==> src/reset_seq_pkg.sv <==
package reset_seq_pkg;

  localparam logic [1:0] BOR_MODE_OFF   = 2'h0;
  localparam logic [1:0] BOR_MODE_SW    = 2'h1;
  localparam logic [1:0] BOR_MODE_NOSLP = 2'h2;
  localparam logic [1:0] BOR_MODE_ON    = 2'h3;

  localparam int CFG_MODE_LSB = 0;
  localparam int CFG_THR_LSB  = 5;
  localparam int CFG_POWER_UP_TIMER_BIT = 7;

  localparam int RC_POR    = 0;
  localparam int RC_BOR    = 1;
  localparam int RC_DPSLP  = 10;
  localparam int RC_SW_BROWNOUT_ENABLE = 13;

  localparam logic [3:0] ADR_RESET_CONTROL_REG   = 4'h0;
  localparam logic [3:0] ADR_OSC    = 4'h4;
  localparam logic [3:0] ADR_RTCCAL = 4'h8;
  localparam logic [3:0] ADR_NVM    = 4'hc;

  localparam logic [15:0] RESET_CONTROL_REG_POR_VAL = 16'h0003;
  localparam logic [2:0]  OSC_FRC      = 3'h0;
  localparam logic [15:0] RTCCAL_RST   = 16'h0000;
  localparam logic [15:0] NVM_RST      = 16'h0000;

  localparam int CLK_HZ        = 25000000;
  localparam int POWER_UP_TIMER_MS       = 64;
  localparam int POWER_UP_TIMER_CYCLES   = (CLK_HZ / 1000) * POWER_UP_TIMER_MS;
  localparam int OST_PERIODS   = 1024;
  localparam int OST_WIDTH     = 10;

  typedef enum logic [2:0] {
    ST_POR   = 3'h0,
    ST_BOR   = 3'h1,
    ST_POWER_UP_TIMER  = 3'h2,
    ST_CLKW  = 3'h3,
    ST_RUN   = 3'h4
  } seq_state_t;

endpackage : reset_seq_pkg

==> src/brownout_reset_sequencer.sv <==
// The Wishbone interface to the registers and the register offsets are this design's own decisions.
`timescale 1ns/1ps
module brownout_reset_sequencer
  import reset_seq_pkg::*;
#(
  parameter int POWER_UP_TIMER_COUNT = POWER_UP_TIMER_CYCLES,
  parameter int POR_COUNT  = 16
) (
  input  wire logic        mclk,
  input  wire logic        rst_n,
  // configuration words
  input  wire logic [7:0]  power_on_config_word,
  input  wire logic        deep_sleep_bor_enable,
  input  wire logic [2:0]  initial_osc_select,
  input  wire logic        clock_fail_monitor_en,
  input  wire logic        use_crystal,
  // analog and clock status pins
  input  wire logic        supply_below_thr_pin,
  input  wire logic        supply_below_por_pin,
  input  wire logic        osc_tick_pin,
  input  wire logic        pll_lock_pin,
  input  wire logic        pll_used,
  // power mode from cpu
  input  wire logic        in_sleep,
  input  wire logic        in_deep_sleep,
  input  wire logic        deep_sleep_exit,
  // wishbone slave
  input  wire logic        wb_cyc_i,
  input  wire logic        wb_stb_i,
  input  wire logic        wb_we_i,
  input  wire logic [3:0]  wb_adr_i,
  input  wire logic [3:0]  wb_sel_i,
  input  wire logic [31:0] wb_dat_i,
  output logic [31:0]      wb_dat_o,
  output logic             wb_ack_o,
  // outputs
  output logic             system_reset_out,
  output logic             cpu_run,
  output logic [1:0]       brownout_threshold_select,
  output logic             bor_detect_enable,
  output logic             fast_internal_rc_osc,
  output logic             trap_handler,
  output logic             por_rearm
);

  // refuse counts that leave a state with no dwell time
  if (POWER_UP_TIMER_COUNT < 1 || POR_COUNT < 1) begin : g_count_check
    $error("brownout_reset_sequencer counts must be at least one");
  end

  ////////////////////////////////////////////////////////////////////////////
  // pin synchronisers

  logic [1:0] thr_sync_reg;
  logic [1:0] por_sync_reg;
  logic [1:0] tick_sync_reg;
  logic [1:0] lock_sync_reg;
  logic       tick_prev_reg;

  // two flops on each asynchronous pin
  always_ff @(posedge mclk or negedge rst_n) begin
    if (!rst_n) begin
      thr_sync_reg  <= 2'h0;
      por_sync_reg  <= 2'h0;
      tick_sync_reg <= 2'h0;
      lock_sync_reg <= 2'h0;
      tick_prev_reg <= 1'b0;
    end else begin
      thr_sync_reg  <= {thr_sync_reg[0], supply_below_thr_pin};
      por_sync_reg  <= {por_sync_reg[0], supply_below_por_pin};
      tick_sync_reg <= {tick_sync_reg[0], osc_tick_pin};
      lock_sync_reg <= {lock_sync_reg[0], pll_lock_pin};
      tick_prev_reg <= tick_sync_reg[1];
    end
  end

  // synchronised levels and the oscillator edge seen on this clock
  logic below_thr;
  logic below_por;
  logic osc_tick;
  logic pll_locked;

  assign below_thr  = thr_sync_reg[1];
  assign below_por  = por_sync_reg[1];
  assign osc_tick   = tick_sync_reg[1] & ~tick_prev_reg;
  assign pll_locked = lock_sync_reg[1];

  ////////////////////////////////////////////////////////////////////////////
  // brown-out enable decode

  logic [1:0] bor_mode;
  logic       power_up_timer_enable;
  logic       sw_brownout_enable_reg;

  assign bor_mode    = power_on_config_word[CFG_MODE_LSB +: 2];
  assign power_up_timer_enable = power_on_config_word[CFG_POWER_UP_TIMER_BIT];
  // threshold straight from configuration, no software path
  assign brownout_threshold_select =
    power_on_config_word[CFG_THR_LSB +: 2];

  // detection enable per mode
  always_comb begin
    unique case (bor_mode)
      BOR_MODE_OFF:   bor_detect_enable = 1'b0;
      BOR_MODE_SW:    bor_detect_enable = sw_brownout_enable_reg;
      BOR_MODE_NOSLP: bor_detect_enable = ~in_sleep;
      BOR_MODE_ON:    bor_detect_enable = 1'b1;
    endcase
  end

  // deep sleep re-arms the power-on detector
  assign por_rearm = in_deep_sleep & deep_sleep_bor_enable;

  logic bor_event;
  logic por_event;

  assign bor_event = bor_detect_enable & below_thr;
  // in deep sleep only an armed detector may restart the chip
  assign por_event = below_por & (~in_deep_sleep | deep_sleep_bor_enable);

  ////////////////////////////////////////////////////////////////////////////
  // reset sequence

  // clock status, read by the sequence before the timer section
  logic        osc_ready;
  logic        clk_valid;
  seq_state_t state_reg;
  logic [31:0] cnt_reg;
  logic        is_por_reg;

  // power-on, brown-out hold, power-up timer, clock wait, run
  always_ff @(posedge mclk or negedge rst_n) begin
    if (!rst_n) begin
      state_reg  <= ST_POR;
      cnt_reg    <= 32'h0;
      is_por_reg <= 1'b1;
    end else if (por_event) begin
      state_reg  <= ST_POR;
      cnt_reg    <= 32'h0;
      is_por_reg <= 1'b1;
    end else begin
      unique case (state_reg)
        ST_POR: begin
          if (cnt_reg >= 32'(POR_COUNT - 1)) begin
            state_reg <= below_thr && bor_detect_enable ? ST_BOR : ST_POWER_UP_TIMER;
            cnt_reg   <= 32'h0;
          end else begin
            cnt_reg <= cnt_reg + 32'h1;
          end
        end
        ST_BOR: begin
          cnt_reg <= 32'h0;
          if (!bor_event) begin
            state_reg <= ST_POWER_UP_TIMER;
          end
        end
        ST_POWER_UP_TIMER: begin
          if (bor_event) begin
            state_reg  <= ST_BOR;
            cnt_reg    <= 32'h0;
            is_por_reg <= 1'b0;
          end else if (!power_up_timer_enable ||
                       cnt_reg >= 32'(POWER_UP_TIMER_COUNT - 1)) begin
            state_reg <= ST_CLKW;
            cnt_reg   <= 32'h0;
          end else begin
            cnt_reg <= cnt_reg + 32'h1;
          end
        end
        ST_CLKW, ST_RUN: begin
          if (bor_event) begin
            state_reg  <= ST_BOR;
            is_por_reg <= 1'b0;
          end else if (state_reg == ST_CLKW &&
                       (clk_valid || fast_internal_rc_osc)) begin
            // the rc fallback is a valid clock once the monitor switched
            state_reg <= ST_RUN;
          end
        end
        default: state_reg <= ST_POR;
      endcase
    end
  end

  // reset output drops after the timer; clocks may still be pending then
  logic in_reset;
  assign in_reset = (state_reg == ST_POR) || (state_reg == ST_BOR) ||
                    (state_reg == ST_POWER_UP_TIMER);
  assign system_reset_out = in_reset;

  ////////////////////////////////////////////////////////////////////////////
  // oscillator start-up, runs beside the reset delay

  // restarted only by power-on; a brown-out leaves the crystal running

  osc_startup_timer #(
    .WIDTH     (OST_WIDTH)
  ) u_ost (
    .mclk      (mclk),
    .rst_n     (rst_n),
    .restart   (por_event),
    .osc_tick  (osc_tick),
    .osc_ready (osc_ready)
  );

  // crystal needs the start-up timer, pll needs lock; both are optional
  assign clk_valid = (~use_crystal | osc_ready) & (~pll_used | pll_locked);
  assign cpu_run   = (state_reg == ST_RUN) &&
                     (clk_valid || fast_internal_rc_osc);

  ////////////////////////////////////////////////////////////////////////////
  // clock fail monitor at reset release

  logic rst_prev_reg;
  logic frc_reg;
  logic trap_reg;

  // check the clock on the falling edge of the system reset
  always_ff @(posedge mclk or negedge rst_n) begin
    if (!rst_n) begin
      rst_prev_reg <= 1'b1;
      frc_reg      <= 1'b0;
      trap_reg     <= 1'b0;
    end else begin
      rst_prev_reg <= in_reset;
      trap_reg     <= 1'b0;
      if (in_reset) begin
        frc_reg <= 1'b0;
      end else if (rst_prev_reg && clock_fail_monitor_en && !clk_valid) begin
        frc_reg  <= 1'b1;
        trap_reg <= 1'b1;
      end
    end
  end

  assign fast_internal_rc_osc = frc_reg;
  assign trap_handler         = trap_reg;

  ////////////////////////////////////////////////////////////////////////////
  // registers

  logic [15:0] reset_control_reg;
  logic [2:0]  osc_control_reg;
  logic [15:0] rtc_calibration_reg;
  logic [15:0] nvm_control_reg;
  logic        wr_stb;
  logic        ack_reg;

  // a write lands at the edge where the master sees ack high
  assign wr_stb = wb_cyc_i & wb_stb_i & wb_we_i & ack_reg;

  // byte lanes into a 16-bit register, upper half of the bus unused
  function automatic logic [15:0] merge16(input logic [15:0] old_v,
                                          input logic [31:0] dat,
                                          input logic [3:0]  sel);
    logic [15:0] r;
    r = old_v;
    if (sel[0]) r[7:0]  = dat[7:0];
    if (sel[1]) r[15:8] = dat[15:8];
    return r;
  endfunction : merge16

  // reset control flags; hardware set beats software clear
  always_ff @(posedge mclk or negedge rst_n) begin
    if (!rst_n) begin
      reset_control_reg <= RESET_CONTROL_REG_POR_VAL;
    end else begin
      if (wr_stb && wb_adr_i == ADR_RESET_CONTROL_REG) begin
        reset_control_reg <= merge16(reset_control_reg, wb_dat_i, wb_sel_i);
      end
      if (state_reg == ST_POR) begin
        reset_control_reg <= RESET_CONTROL_REG_POR_VAL;
      end else if (state_reg == ST_BOR) begin
        reset_control_reg[RC_BOR] <= 1'b1;
      end
      if (deep_sleep_exit) begin
        reset_control_reg[RC_POR]   <= 1'b1;
        reset_control_reg[RC_BOR]   <= 1'b1;
        reset_control_reg[RC_DPSLP] <= 1'b1;
      end
    end
  end

  // software brown-out enable lives only in mode 01
  always_ff @(posedge mclk or negedge rst_n) begin
    if (!rst_n) begin
      sw_brownout_enable_reg <= 1'b1;
    end else if (bor_mode != BOR_MODE_SW) begin
      sw_brownout_enable_reg <= 1'b0;
    end else if (wr_stb && wb_adr_i == ADR_RESET_CONTROL_REG && wb_sel_i[1]) begin
      sw_brownout_enable_reg <= wb_dat_i[RC_SW_BROWNOUT_ENABLE];
    end
  end

  // oscillator select: initial select after por/bor, kept otherwise
  always_ff @(posedge mclk or negedge rst_n) begin
    if (!rst_n) begin
      osc_control_reg <= OSC_FRC;
    end else if (state_reg == ST_POR || state_reg == ST_BOR) begin
      osc_control_reg <= initial_osc_select;
    end else if (wr_stb && wb_adr_i == ADR_OSC && wb_sel_i[0]) begin
      osc_control_reg <= wb_dat_i[2:0];
    end
  end

  // cleared by power-on only, survive brown-out
  always_ff @(posedge mclk or negedge rst_n) begin
    if (!rst_n) begin
      rtc_calibration_reg <= RTCCAL_RST;
      nvm_control_reg     <= NVM_RST;
    end else if (state_reg == ST_POR) begin
      rtc_calibration_reg <= RTCCAL_RST;
      nvm_control_reg     <= NVM_RST;
    end else if (wr_stb) begin
      if (wb_adr_i == ADR_RTCCAL) begin
        rtc_calibration_reg <= merge16(rtc_calibration_reg, wb_dat_i,
                                       wb_sel_i);
      end
      if (wb_adr_i == ADR_NVM) begin
        nvm_control_reg <= merge16(nvm_control_reg, wb_dat_i, wb_sel_i);
      end
    end
  end

  // wishbone ack one cycle after strobe, read data registered
  always_ff @(posedge mclk or negedge rst_n) begin
    if (!rst_n) begin
      ack_reg  <= 1'b0;
      wb_dat_o <= 32'h0;
    end else begin
      ack_reg <= wb_cyc_i & wb_stb_i & ~ack_reg;
      unique case (wb_adr_i)
        ADR_RESET_CONTROL_REG: begin
          wb_dat_o <= {16'h0, reset_control_reg};
          wb_dat_o[RC_SW_BROWNOUT_ENABLE] <= sw_brownout_enable_reg;
        end
        ADR_OSC:    wb_dat_o <= {29'h0, osc_control_reg};
        ADR_RTCCAL: wb_dat_o <= {16'h0, rtc_calibration_reg};
        ADR_NVM:    wb_dat_o <= {16'h0, nvm_control_reg};
        default:    wb_dat_o <= 32'h0;
      endcase
    end
  end

  assign wb_ack_o = ack_reg;

endmodule : brownout_reset_sequencer

==> src/osc_startup_timer.sv <==
`timescale 1ns/1ps
module osc_startup_timer
  import reset_seq_pkg::*;
#(
  parameter int WIDTH = OST_WIDTH
) (
  input  wire logic mclk,
  input  wire logic rst_n,
  input  wire logic restart,
  input  wire logic osc_tick,
  output logic      osc_ready
);

  if (WIDTH < 1 || (1 << WIDTH) != OST_PERIODS) begin : g_width_check
    $error("osc_startup_timer width must cover the start-up periods");
  end

  logic [WIDTH-1:0] cnt_reg;
  logic             osc_ready_reg;

  // count oscillator periods, release after a full wrap
  always_ff @(posedge mclk or negedge rst_n) begin
    if (!rst_n) begin
      cnt_reg       <= '0;
      osc_ready_reg <= 1'b0;
    end else if (restart) begin
      cnt_reg       <= '0;
      osc_ready_reg <= 1'b0;
    end else if (osc_tick && !osc_ready_reg) begin
      cnt_reg <= cnt_reg + 1'b1;
      if (&cnt_reg) begin
        osc_ready_reg <= 1'b1;
      end
    end
  end

  assign osc_ready = osc_ready_reg;

endmodule : osc_startup_timer

==> config.mk <==
export PLATFORM = sky130hd
export DESIGN_NAME = brownout_reset_sequencer
export DESIGN_NICKNAME = d
export VERILOG_FILES = /design/src/reset_seq_pkg.sv /design/src/brownout_reset_sequencer.sv /design/src/osc_startup_timer.sv
export SDC_FILE = /design/constraint.sdc
export NUM_CORES = 1
export LEC_CHECK = 0
export BUFFER_PORTS_ARGS = -buffer_cell sky130_fd_sc_hd__clkbuf_2
export CAP_MARGIN = 20
export CORE_ASPECT_RATIO = 0.5
export CORE_UTILIZATION = 40
export DETAILED_ROUTE_END_ITERATION = 8
export PLACE_DENSITY = 0.65
export SLEW_MARGIN = 20
export SYNTH_ARGS = -nofsm -noshare
export SYNTH_HDL_FRONTEND = slang
export SYNTH_SLANG_ARGS = --single-unit
==> constraint.sdc <==
create_clock -name mclk -period 3.85 [get_ports mclk]
set_input_delay 0 -clock mclk [delete_from_list [all_inputs] [get_ports mclk]]
set_output_delay 0 -clock mclk [all_outputs]
set_load 0.05 [all_outputs]
==> impl_metrics.env, run 1 <==
export IMPL_pwr_share_seq=0.382
export IMPL_num_io_pins=108
export IMPL_hold_class="primary input to output pin"
export IMPL_synth_common_cells="dfrtp_1 (122), nand2_1 (93), o21ai_0 (49)"
export IMPL_intPower_w=0.00288
export IMPL_postSynthAreaPerCell_um2=10.0
export IMPL_path_class="flop to flop"
export IMPL_p_sw_frac=0.327
export IMPL_cp_max_fo=12
export IMPL_finalCriticalPeriod_ns=2.59
export IMPL_synth_top_family_by_area="simple AND/OR/NAND/NOR gates"
export IMPL_ir_worst_vdd_mv=0.455
export IMPL_wirelength_met1_um=5810
export IMPL_clockPowerShare=0.383
export IMPL_setup_viol=0
export IMPL_synth_top_cell_by_area="dfrtp_1"
export IMPL_cts_max_path_buffers=2
export IMPL_whs_path_depth=0
export IMPL_synth_compound_area_share=0.131
export IMPL_synthCells=565
export IMPL_ys_ff_latch=126
export IMPL_yosys_warnings=0
export IMPL_r2r_slack_ns=1.26
export IMPL_synthToLayoutAreaGrowth_pct=25.2
export IMPL_crit_required_ns=4.19
export IMPL_status="finished clean"
export IMPL_dp_hpwl_um=7830
export IMPL_routed_via_density=5.21
export IMPL_rsz0062_at_grt="no"
export IMPL_synth_area_leaders="dfrtp_1 (54%), nand2_1 (6.2%), o21ai_0 (4.3%)"
export IMPL_drive_gt1_frac=0.178
export IMPL_powerDensity_mw_per_mm2=604
export IMPL_post_cts_buffers=0
export IMPL_fp_dieH_um=86.1
export IMPL_core_area_mm2=0.0137
export IMPL_numCtsBuffers=17
export IMPL_first_iter_violations=368
export IMPL_dr_total_vias=4520
export IMPL_clock_latency_ns=0.42
export IMPL_hold_worst_slack_ns=0.0000220
export IMPL_drt_wl_total_um=12700
export IMPL_fp_row_count=30
export IMPL_maxCapViolCount=0
export IMPL_clock_fmax_ghz=0.386
export IMPL_io_buffers=66
export IMPL_wire_per_inst_um=14.6
export IMPL_p_leak_nw=3.53
export IMPL_drtAntennaViolNets=0
export IMPL_path_clk_slew_ns=0.06
export IMPL_end_kind="flop"
export IMPL_p_sw_w=0.00140
export IMPL_relSlewSlack=0.382
export IMPL_synth_yosys_seq_area_share=0.559
export IMPL_grt_max_degree=46
export IMPL_synthAdderAreaFrac=0.00443
export IMPL_synth_area_mm2=0.00565
export IMPL_skew_ns=0.00761
export IMPL_cp_start_kind="flop"
export IMPL_synth_xor_area_frac=0.0186
export IMPL_hold_viol_final=0
export IMPL_fp_dieW_um=170
export IMPL_htreeDepth=4
export IMPL_largest_register_ffs=32
export IMPL_cp_arrival_ns=2.93
export IMPL_diodes=0
export IMPL_final_nets=733
export IMPL_top_layer="met4"
export IMPL_initial_core_util=0.414
export IMPL_cts_root_buf="clkbuf_16"
export IMPL_synth_edff_count=0
export IMPL_dr_wl_met3_um=484
export IMPL_dr_pass1_iters=5
export IMPL_synth_simple_gate_area_frac=0.198
export IMPL_cts_tree="done"
export IMPL_synthDistinctLibCells=53
export IMPL_gr_usage_all_layers=0.187
export IMPL_grt_pass1_vias=4490
export IMPL_yosysMostFrequentCell="dfrtp_1"
export IMPL_met2_length_um=6180
export IMPL_comb_power_share=0.235
export IMPL_tightest_slew_ns=0.925
export IMPL_grt_pass1_wl_um=21400
export IMPL_post_route_period_util=0.672
export IMPL_gp_congestion=0.807
export IMPL_drc=0
export IMPL_nFillCells=1251
export IMPL_die_area_mm2=0.0146
export IMPL_synth_ff_type="dfrtp_1"
export IMPL_grt_remaining_overflow=0
export IMPL_antenna_found_initial=0
export IMPL_clkSinkCount=126
export IMPL_worst_r2r_path_depth=6
export IMPL_yosysTopAreaCellShare=0.540
export IMPL_synthMuxAreaShare=0.0301
export IMPL_async_reset_ff_frac=1.00
export IMPL_tns_ns=0
export IMPL_maxSlewViolCount=0
-- kinds of logic (layout without fill, tap and decap cells) --
logic type,count (synthesis),count (layout)
AOI/OAI and AO/OA,114,114
and+or+nand+nor,228,228
buffers and inverters,65,161
xor gates and xnor gates,12,12
muxes,17,17
adders and majority gates,2,2
DFF,126,126
other,1,16
-- power by group through the flow --
stage / logic [W] / registers [W] / clock network, W
final: 0.00101 / 0.00163 / 0.00164
after global routing: 0.00114 / 0.00165 / 0.00172
after CTS: 0.00100 / 0.00163 / 0.00167
after detailed placement: 0.000965 / 0.00165 / 0
after global placement: 0.000940 / 0.00164 / 0
after floorplan: 0.000710 / 0.00165 / 0
-- worst max-delay path, stage by stage, from the launching register on --
cell,delay [ns]
dfrtp_1,0.38
nand4_1,0.17
nor2_1,0.72
nand2_1,0.41
nand2_1,0.17
nand3_1,0.09
dlygate4sd3_1,0.56
-- routing by layer --
layer	global-route usage	vias to the layer above
li1	-	2166
met1	0.239	2221
met2	0.313	113
met3	0.0388	20
met4	0.0762	0
met5	0	-
-- area by class of cell --
class | count | area (um2) | share of cell area
Timing Repair Buffer | 107 | 723 | 0.102
Sequential cell | 126 | 3160 | 0.446
Multi-Input combinational cell | 389 | 2260 | 0.320
Clock inverter | 10 | 136 | 0.0193
Clock buffer | 21 | 470 | 0.0665
Tap cell | 192 | 240 | 0.0339
Inverter | 23 | 86.3 | 0.0122
-- through the flow --
stage | instances | utilization | instance area (um2) | worst slack (ns) | power [W]
after floorplan | 580 | - | 5710 | 1.77 | 0.00236
after global placement | 804 | 0.448 | 6130 | 1.47 | 0.00258
after detailed placement | 804 | 0.448 | 6130 | 1.42 | 0.00262
after CTS | 868 | 0.517 | 7060 | 1.38 | 0.00430
after global routing | 868 | 0.518 | 7080 | 1.12 | 0.00451
final | 868 | 0.518 | 7080 | 1.26 | 0.00428
-- final timing paths --
path                                                 from                           endpoint
min in group asynchronous                           rst_n              wb_dat_o[9]$_DFF_PN0_
worst min register to register  por_sync_reg[0]$_DFF_PN0_          por_sync_reg[1]$_DFF_PN0_
worst min-delay path              power_on_config_word[5]       brownout_threshold_select[0]
max in group asynchronous                           rst_n  reset_control_reg[11]$_DFFE_PN0P_
worst max-delay path                   wb_ack_o$_DFF_PN0_   reset_control_reg[1]$_DFFE_PN1P_
worst max register to register         wb_ack_o$_DFF_PN0_   reset_control_reg[1]$_DFFE_PN1P_
-- placed cells by master, fill, tap and decap left out, drive strengths merged, types with 3 or more instances in the layout --
cell / synthesis / final
conb: 1 / 16
nand2: 93 / 93
and2: 3 / 3
nand3: 22 / 22
o21ai: 51 / 51
nor4b: 3 / 3
dlygate4sd3: 0 / 33
buf: 21 / 9
nor4: 14 / 14
dfrtp: 122 / 122
or4: 3 / 3
mux2i: 17 / 17
dfstp: 4 / 4
and3: 18 / 18
a222oi: 13 / 13
nor2: 37 / 37
o211ai: 3 / 3
nor2b: 4 / 4
xnor2: 4 / 4
clkinvlp: 0 / 3
xor2: 8 / 8
a21o: 14 / 14
nor3: 8 / 8
nand4: 8 / 8
bufinv: 0 / 3
a221o: 3 / 3
clkbuf: 21 / 86
a21oi: 15 / 15
clkinv: 0 / 3
nor3b: 6 / 6
inv: 23 / 24
-- timing repair --
item,CTS,global route
resized for setup,0,0
hold buffers,33,0
endpoints found under the hold margin,97,0
(Power assumes the default switching activity.)
==> run 2, diff against run 1 <==
Clock period 3.85 ns to 2.45 ns, I/O delays scaled along.
==> impl_metrics.env, run 2 (same netlist as run 1, synthesis figures left out) <==
export IMPL_wire_per_inst_um=14.0
export IMPL_final_util=0.527
export IMPL_grt_pass1_vias=4222
export IMPL_power_w=0.00678
export IMPL_cts_root_buf="clkbuf_16"
export IMPL_setup_ws_ns=0.189
export IMPL_fp_row_count=30
export IMPL_rsz0062_at_grt="no"
export IMPL_powerDensity_mw_per_mm2=941
export IMPL_crit_required_ns=2.78
export IMPL_place_ws_ns=0.138
export IMPL_routed_via_density=5.09
export IMPL_drive_gt1_frac=0.194
export IMPL_finalCriticalPeriod_ns=2.26
export IMPL_post_cts_buffers=0
export IMPL_cts_max_path_buffers=2
export IMPL_status="finished clean"
export IMPL_layout_commonest_cell="dfrtp_1"
export IMPL_relSlewSlack=0.556
export IMPL_drtAntennaViolNets=0
export IMPL_num_io_pins=108
export IMPL_clock_latency_ns=0.41
export IMPL_hold_viol_final=0
export IMPL_path_class="flop to flop"
export IMPL_fp_dieH_um=86.1
export IMPL_htreeDepth=4
export IMPL_dr_total_vias=4498
export IMPL_tns_ns=0
export IMPL_cp_start_kind="flop"
export IMPL_tightest_slew_ns=0.665
export IMPL_numCtsBuffers=17
export IMPL_dp_hpwl_um=8030
export IMPL_first_iter_violations=318
export IMPL_clock_fmax_ghz=0.442
export IMPL_cts_tree="done"
export IMPL_core_area_mm2=0.0137
export IMPL_cp_max_fo=24
export IMPL_grt_pass1_wl_um=20400
export IMPL_end_kind="flop"
export IMPL_final_nets=748
export IMPL_die_area_mm2=0.0146
export IMPL_grt_remaining_overflow=0
export IMPL_synthToLayoutAreaGrowth_pct=27.4
export IMPL_clkSinkCount=126
export IMPL_gr_usage_all_layers=0.179
export IMPL_setup_viol=0
export IMPL_io_buffers=66
export IMPL_diodes=0
export IMPL_nFillCells=1260
export IMPL_maxCapViolCount=0
export IMPL_cp_arrival_ns=2.59
export IMPL_maxSlewViolCount=0
export IMPL_initial_core_util=0.414
export IMPL_fp_dieW_um=170
export IMPL_drc=0
export IMPL_multiInputGateArea_mm2=0.00226
export IMPL_ff_latch_area_mm2=0.00316
export IMPL_gp_congestion=0.797
export IMPL_antenna_found_initial=0
export IMPL_skew_ns=0.00698
export IMPL_layout_common_cells="dfrtp_1 (122), nand2_1 (93), clkbuf_2 (65)"
export IMPL_grt_max_degree=46
export IMPL_post_route_period_util=0.923
export IMPL_dr_pass1_iters=5
export IMPL_drt_wl_total_um=12400
export IMPL_p_leak_nw=3.61
export IMPL_postCtsResizedCells=0
export IMPL_largest_register_ffs=32
export IMPL_path_clk_slew_ns=0.05
export IMPL_hold_class="primary input to output pin"
export IMPL_ir_worst_vdd_mv=0.616
-- run 2: cell count changes in the layout (fill, tap and decap cells not counted), moves of 2 or more --
cell and change:
buf_12 +2, a21oi_2 -2, a21oi_1 +2, buf_4 +14
-- run 2: worst paths after layout --
check,to,cells past startpoint,startpoint,slack [ns]
min in group asynchronous,rtc_calibration_reg[14]$_DFFE_PN0P_,2,rst_n,0.09
max reg2reg,cnt_reg[3]$_DFFE_PN0P_,7,cnt_reg[18]$_DFFE_PN0P_,0.19
max in group asynchronous,sw_brownout_enable_reg$_DFFE_PN1P_,3,rst_n,1.60
min reg2reg,por_sync_reg[1]$_DFF_PN0_,0,por_sync_reg[0]$_DFF_PN0_,0.35
max,cnt_reg[3]$_DFFE_PN0P_,7,cnt_reg[18]$_DFFE_PN0P_,0.19
min,brownout_threshold_select[0],0,power_on_config_word[5],0.00002
-- run 2: stage by stage --
| stage | std cells | area (um2) | hold slack [ns] |
|---|---|---|---|
| 4_1_cts | 884 | 7190 | 0.000589 |
| 3_5_place_dp | 820 | 6270 | -0.00334 |
| 6_report | 884 | 7200 | 0.0000220 |
| 3_3_place_gp | 820 | 6270 | -0.00543 |
| 2_1_floorplan | 580 | 5710 | -0.296 |
| 5_1_grt | 884 | 7200 | 0.0000917 |
-- run 2: area by class of cell --
class | instances | area share
Clock buffer | 21 | 0.0639
Clock inverter | 11 | 0.0195
Timing Repair Buffer | 122 | 0.119
Inverter | 23 | 0.0120
Multi-Input combinational cell | 389 | 0.313
Tap cell | 192 | 0.0334
Sequential cell | 126 | 0.439
-- run 2: metal layers --
layer  wire, um  up-vias  track usage
li1           -     2202            -
met1       5780     2182        0.230
met2       5990       98        0.298
met3        456       16       0.0471
met4        135        0       0.0508
met5          0        -            0
-- run 2: power breakdown --
part           internal (W)  switching [W]
sequential          0.00238       0.000184
combinational      0.000568        0.00111
clock               0.00164       0.000890
total               0.00459        0.00219
-- run 2: worst max-delay path, stage by stage (launching register included) --
cell      delay (ns)
dfrtp_1         0.37
or4_1           0.55
nand4b_1        0.24
nor4b_2         0.27
a31oi_2         0.09
buf_12          0.20
or3_1           0.35
o211ai_1        0.10
-- run 2: timing repair --
action / in CTS / in global routing
setup endpoints to repair: 0 / 1
hold buffers: 32 / 0
endpoints found under the hold margin: 135 / 0
==> run 3, diff against run 2 <==
Settings changed: CORE_UTILIZATION 40 to 46, MAX_ROUTING_LAYER set to met4, PLACE_DENSITY 0.65 to 0.72.
==> impl_metrics.env, run 3 (same netlist as run 1, synthesis figures left out) <==
export IMPL_fp_row_count=28
export IMPL_holdCritStartpoint="power_on_config_word[5]"
export IMPL_dp_hpwl_um=7620
export IMPL_worstPathBufferInverterCount=1
export IMPL_ir_worst_vdd_mv=0.542
export IMPL_diodes=0
export IMPL_setup_viol=0
export IMPL_worst_r2r_path_depth=7
export IMPL_gr_usage_all_layers=0.217
export IMPL_cpPeakStageDelay_ns=0.58
export IMPL_crit_required_ns=2.78
export IMPL_cp_arrival_ns=2.66
export IMPL_tightest_slew_ns=0.688
export IMPL_synthToLayoutAreaGrowth_pct=26.8
export IMPL_dr_pass1_iters=6
export IMPL_ff_latch_area_mm2=0.00316
export IMPL_p_sw_w=0.00223
export IMPL_whs_path_depth=0
export IMPL_cp_max_fo=34
export IMPL_status="finished clean"
export IMPL_die_area_mm2=0.0128
export IMPL_r2r_end="cnt_reg[3]$_DFFE_PN0P_"
export IMPL_grt_remaining_overflow=0
export IMPL_r2r_start="cnt_reg[18]$_DFFE_PN0P_"
export IMPL_postCtsResizedCells=0
export IMPL_final_util=0.604
export IMPL_r2r_slack_ns=0.12
export IMPL_rsz0062_at_grt="no"
export IMPL_layout_commonest_cell="dfrtp_1"
export IMPL_clockPowerShare=0.384
export IMPL_maxCapViolCount=0
export IMPL_grt_pass1_wl_um=21000
export IMPL_cp_top_family="simple AND/OR/NAND/NOR gates"
export IMPL_drt_wl_total_um=12800
export IMPL_worst_path_stages=7
export IMPL_io_buffers=66
export IMPL_cts_tree="done"
export IMPL_routed_via_density=5.40
export IMPL_clock_fmax_ghz=0.430
export IMPL_final_nets=746
export IMPL_pwr_share_seq=0.371
export IMPL_cts_root_buf="clkbuf_16"
export IMPL_comb_power_share=0.244
export IMPL_relSlewSlack=0.540
export IMPL_grt_pass1_vias=4372
export IMPL_p_leak_nw=3.61
export IMPL_drc=0
export IMPL_drtAntennaViolNets=0
export IMPL_post_cts_buffers=0
export IMPL_critPathSlowestCell="or4_1"
export IMPL_drive_gt1_frac=0.188
export IMPL_intPower_w=0.00470
export IMPL_multiInputGateArea_mm2=0.00225
export IMPL_hold_path_end="brownout_threshold_select[0]"
export IMPL_hold_class="primary input to output pin"
export IMPL_post_route_period_util=0.950
export IMPL_hold_viol_final=0
export IMPL_p_sw_frac=0.322
export IMPL_gp_congestion=0.834
export IMPL_core_area_mm2=0.0119
export IMPL_numCtsBuffers=17
export IMPL_clock_latency_ns=0.41
export IMPL_fp_dieH_um=80.4
export IMPL_initial_core_util=0.476
export IMPL_cts_max_path_buffers=2
export IMPL_nFillCells=958
export IMPL_first_iter_violations=303
export IMPL_maxSlewViolCount=0
export IMPL_crit_chain="or4_1 > nand4b_1 > nor4b_2 > a31oi_2 > buf_12 > or3_1 > o211ai_1"
export IMPL_fp_dieW_um=159
export IMPL_dr_total_vias=4617
export IMPL_cp_start_kind="flop"
export IMPL_clkSinkCount=126
export IMPL_num_io_pins=108
export IMPL_path_class="flop to flop"
export IMPL_finalCriticalPeriod_ns=2.33
export IMPL_wire_per_inst_um=14.9
export IMPL_skew_ns=0.00567
export IMPL_path_clk_slew_ns=0.06
export IMPL_htreeDepth=4
export IMPL_grt_max_degree=48
export IMPL_end_kind="flop"
export IMPL_largest_register_ffs=32
export IMPL_antenna_found_initial=0
export IMPL_tns_ns=0
export IMPL_layout_common_cells="dfrtp_1 (122), nand2_1 (93), clkbuf_2 (65)"
export IMPL_powerDensity_mw_per_mm2=966
-- run 3: what timing repair did --
action	CTS	global route
hold endpoints to repair	97	0
hold buffers	33	0
setup endpoints to repair	0	1
-- run 3: layout make-up --
type | instances | share of cell area
Clock inverter | 10 | 0.0223
Sequential cell | 126 | 0.440
Multi-Input combinational cell | 389 | 0.314
Tap cell | 165 | 0.0288
Inverter | 23 | 0.0120
Clock buffer | 22 | 0.0647
Timing Repair Buffer | 120 | 0.118
-- run 3: per-stage QoR --
stage               power (W)  setup WS [ns]  hold WS, ns  instances  area (um2)
CTS                   0.00692          0.126     0.000589        855        7160
detailed placement    0.00421          0.133     0.000589        790        6210
global placement      0.00415          0.193     0.000589        790        6210
finish                0.00692          0.123    0.0000182        855        7170
global route          0.00725        0.00360    0.0000637        855        7170
floorplan             0.00371          0.375       -0.296        580        5710
-- run 3: how the worst max path moves through the flow --
stage / startpoint / end
floorplan: cnt_reg[18]$_DFFE_PN0P_ / cnt_reg[3]$_DFFE_PN0P_
global placement: cnt_reg[18]$_DFFE_PN0P_ / cnt_reg[3]$_DFFE_PN0P_
detailed placement: cnt_reg[18]$_DFFE_PN0P_ / cnt_reg[3]$_DFFE_PN0P_
CTS: cnt_reg[18]$_DFFE_PN0P_ / cnt_reg[3]$_DFFE_PN0P_
global route: cnt_reg[18]$_DFFE_PN0P_ / cnt_reg[3]$_DFFE_PN0P_
finish: cnt_reg[18]$_DFFE_PN0P_ / cnt_reg[3]$_DFFE_PN0P_
-- run 3: power by group through the flow --
stage               Sequential (W)  Combinational, W  Clock (W)
floorplan                  0.00260           0.00112          0
global placement           0.00258           0.00157          0
detailed placement         0.00259           0.00161          0
CTS                        0.00256           0.00168    0.00268
global route               0.00260           0.00188    0.00277
finish                     0.00257           0.00169    0.00266
-- run 3: layer usage --
metal | vias up | GRT usage | part of all wire
met3 | 30 | 0.0480 | 0.055
met5 | - | - | 0
met1 | 2233 | 0.262 | 0.44
li1 | 2192 | - | -
met4 | 0 | 0.0874 | 0.022
met2 | 162 | 0.359 | 0.48
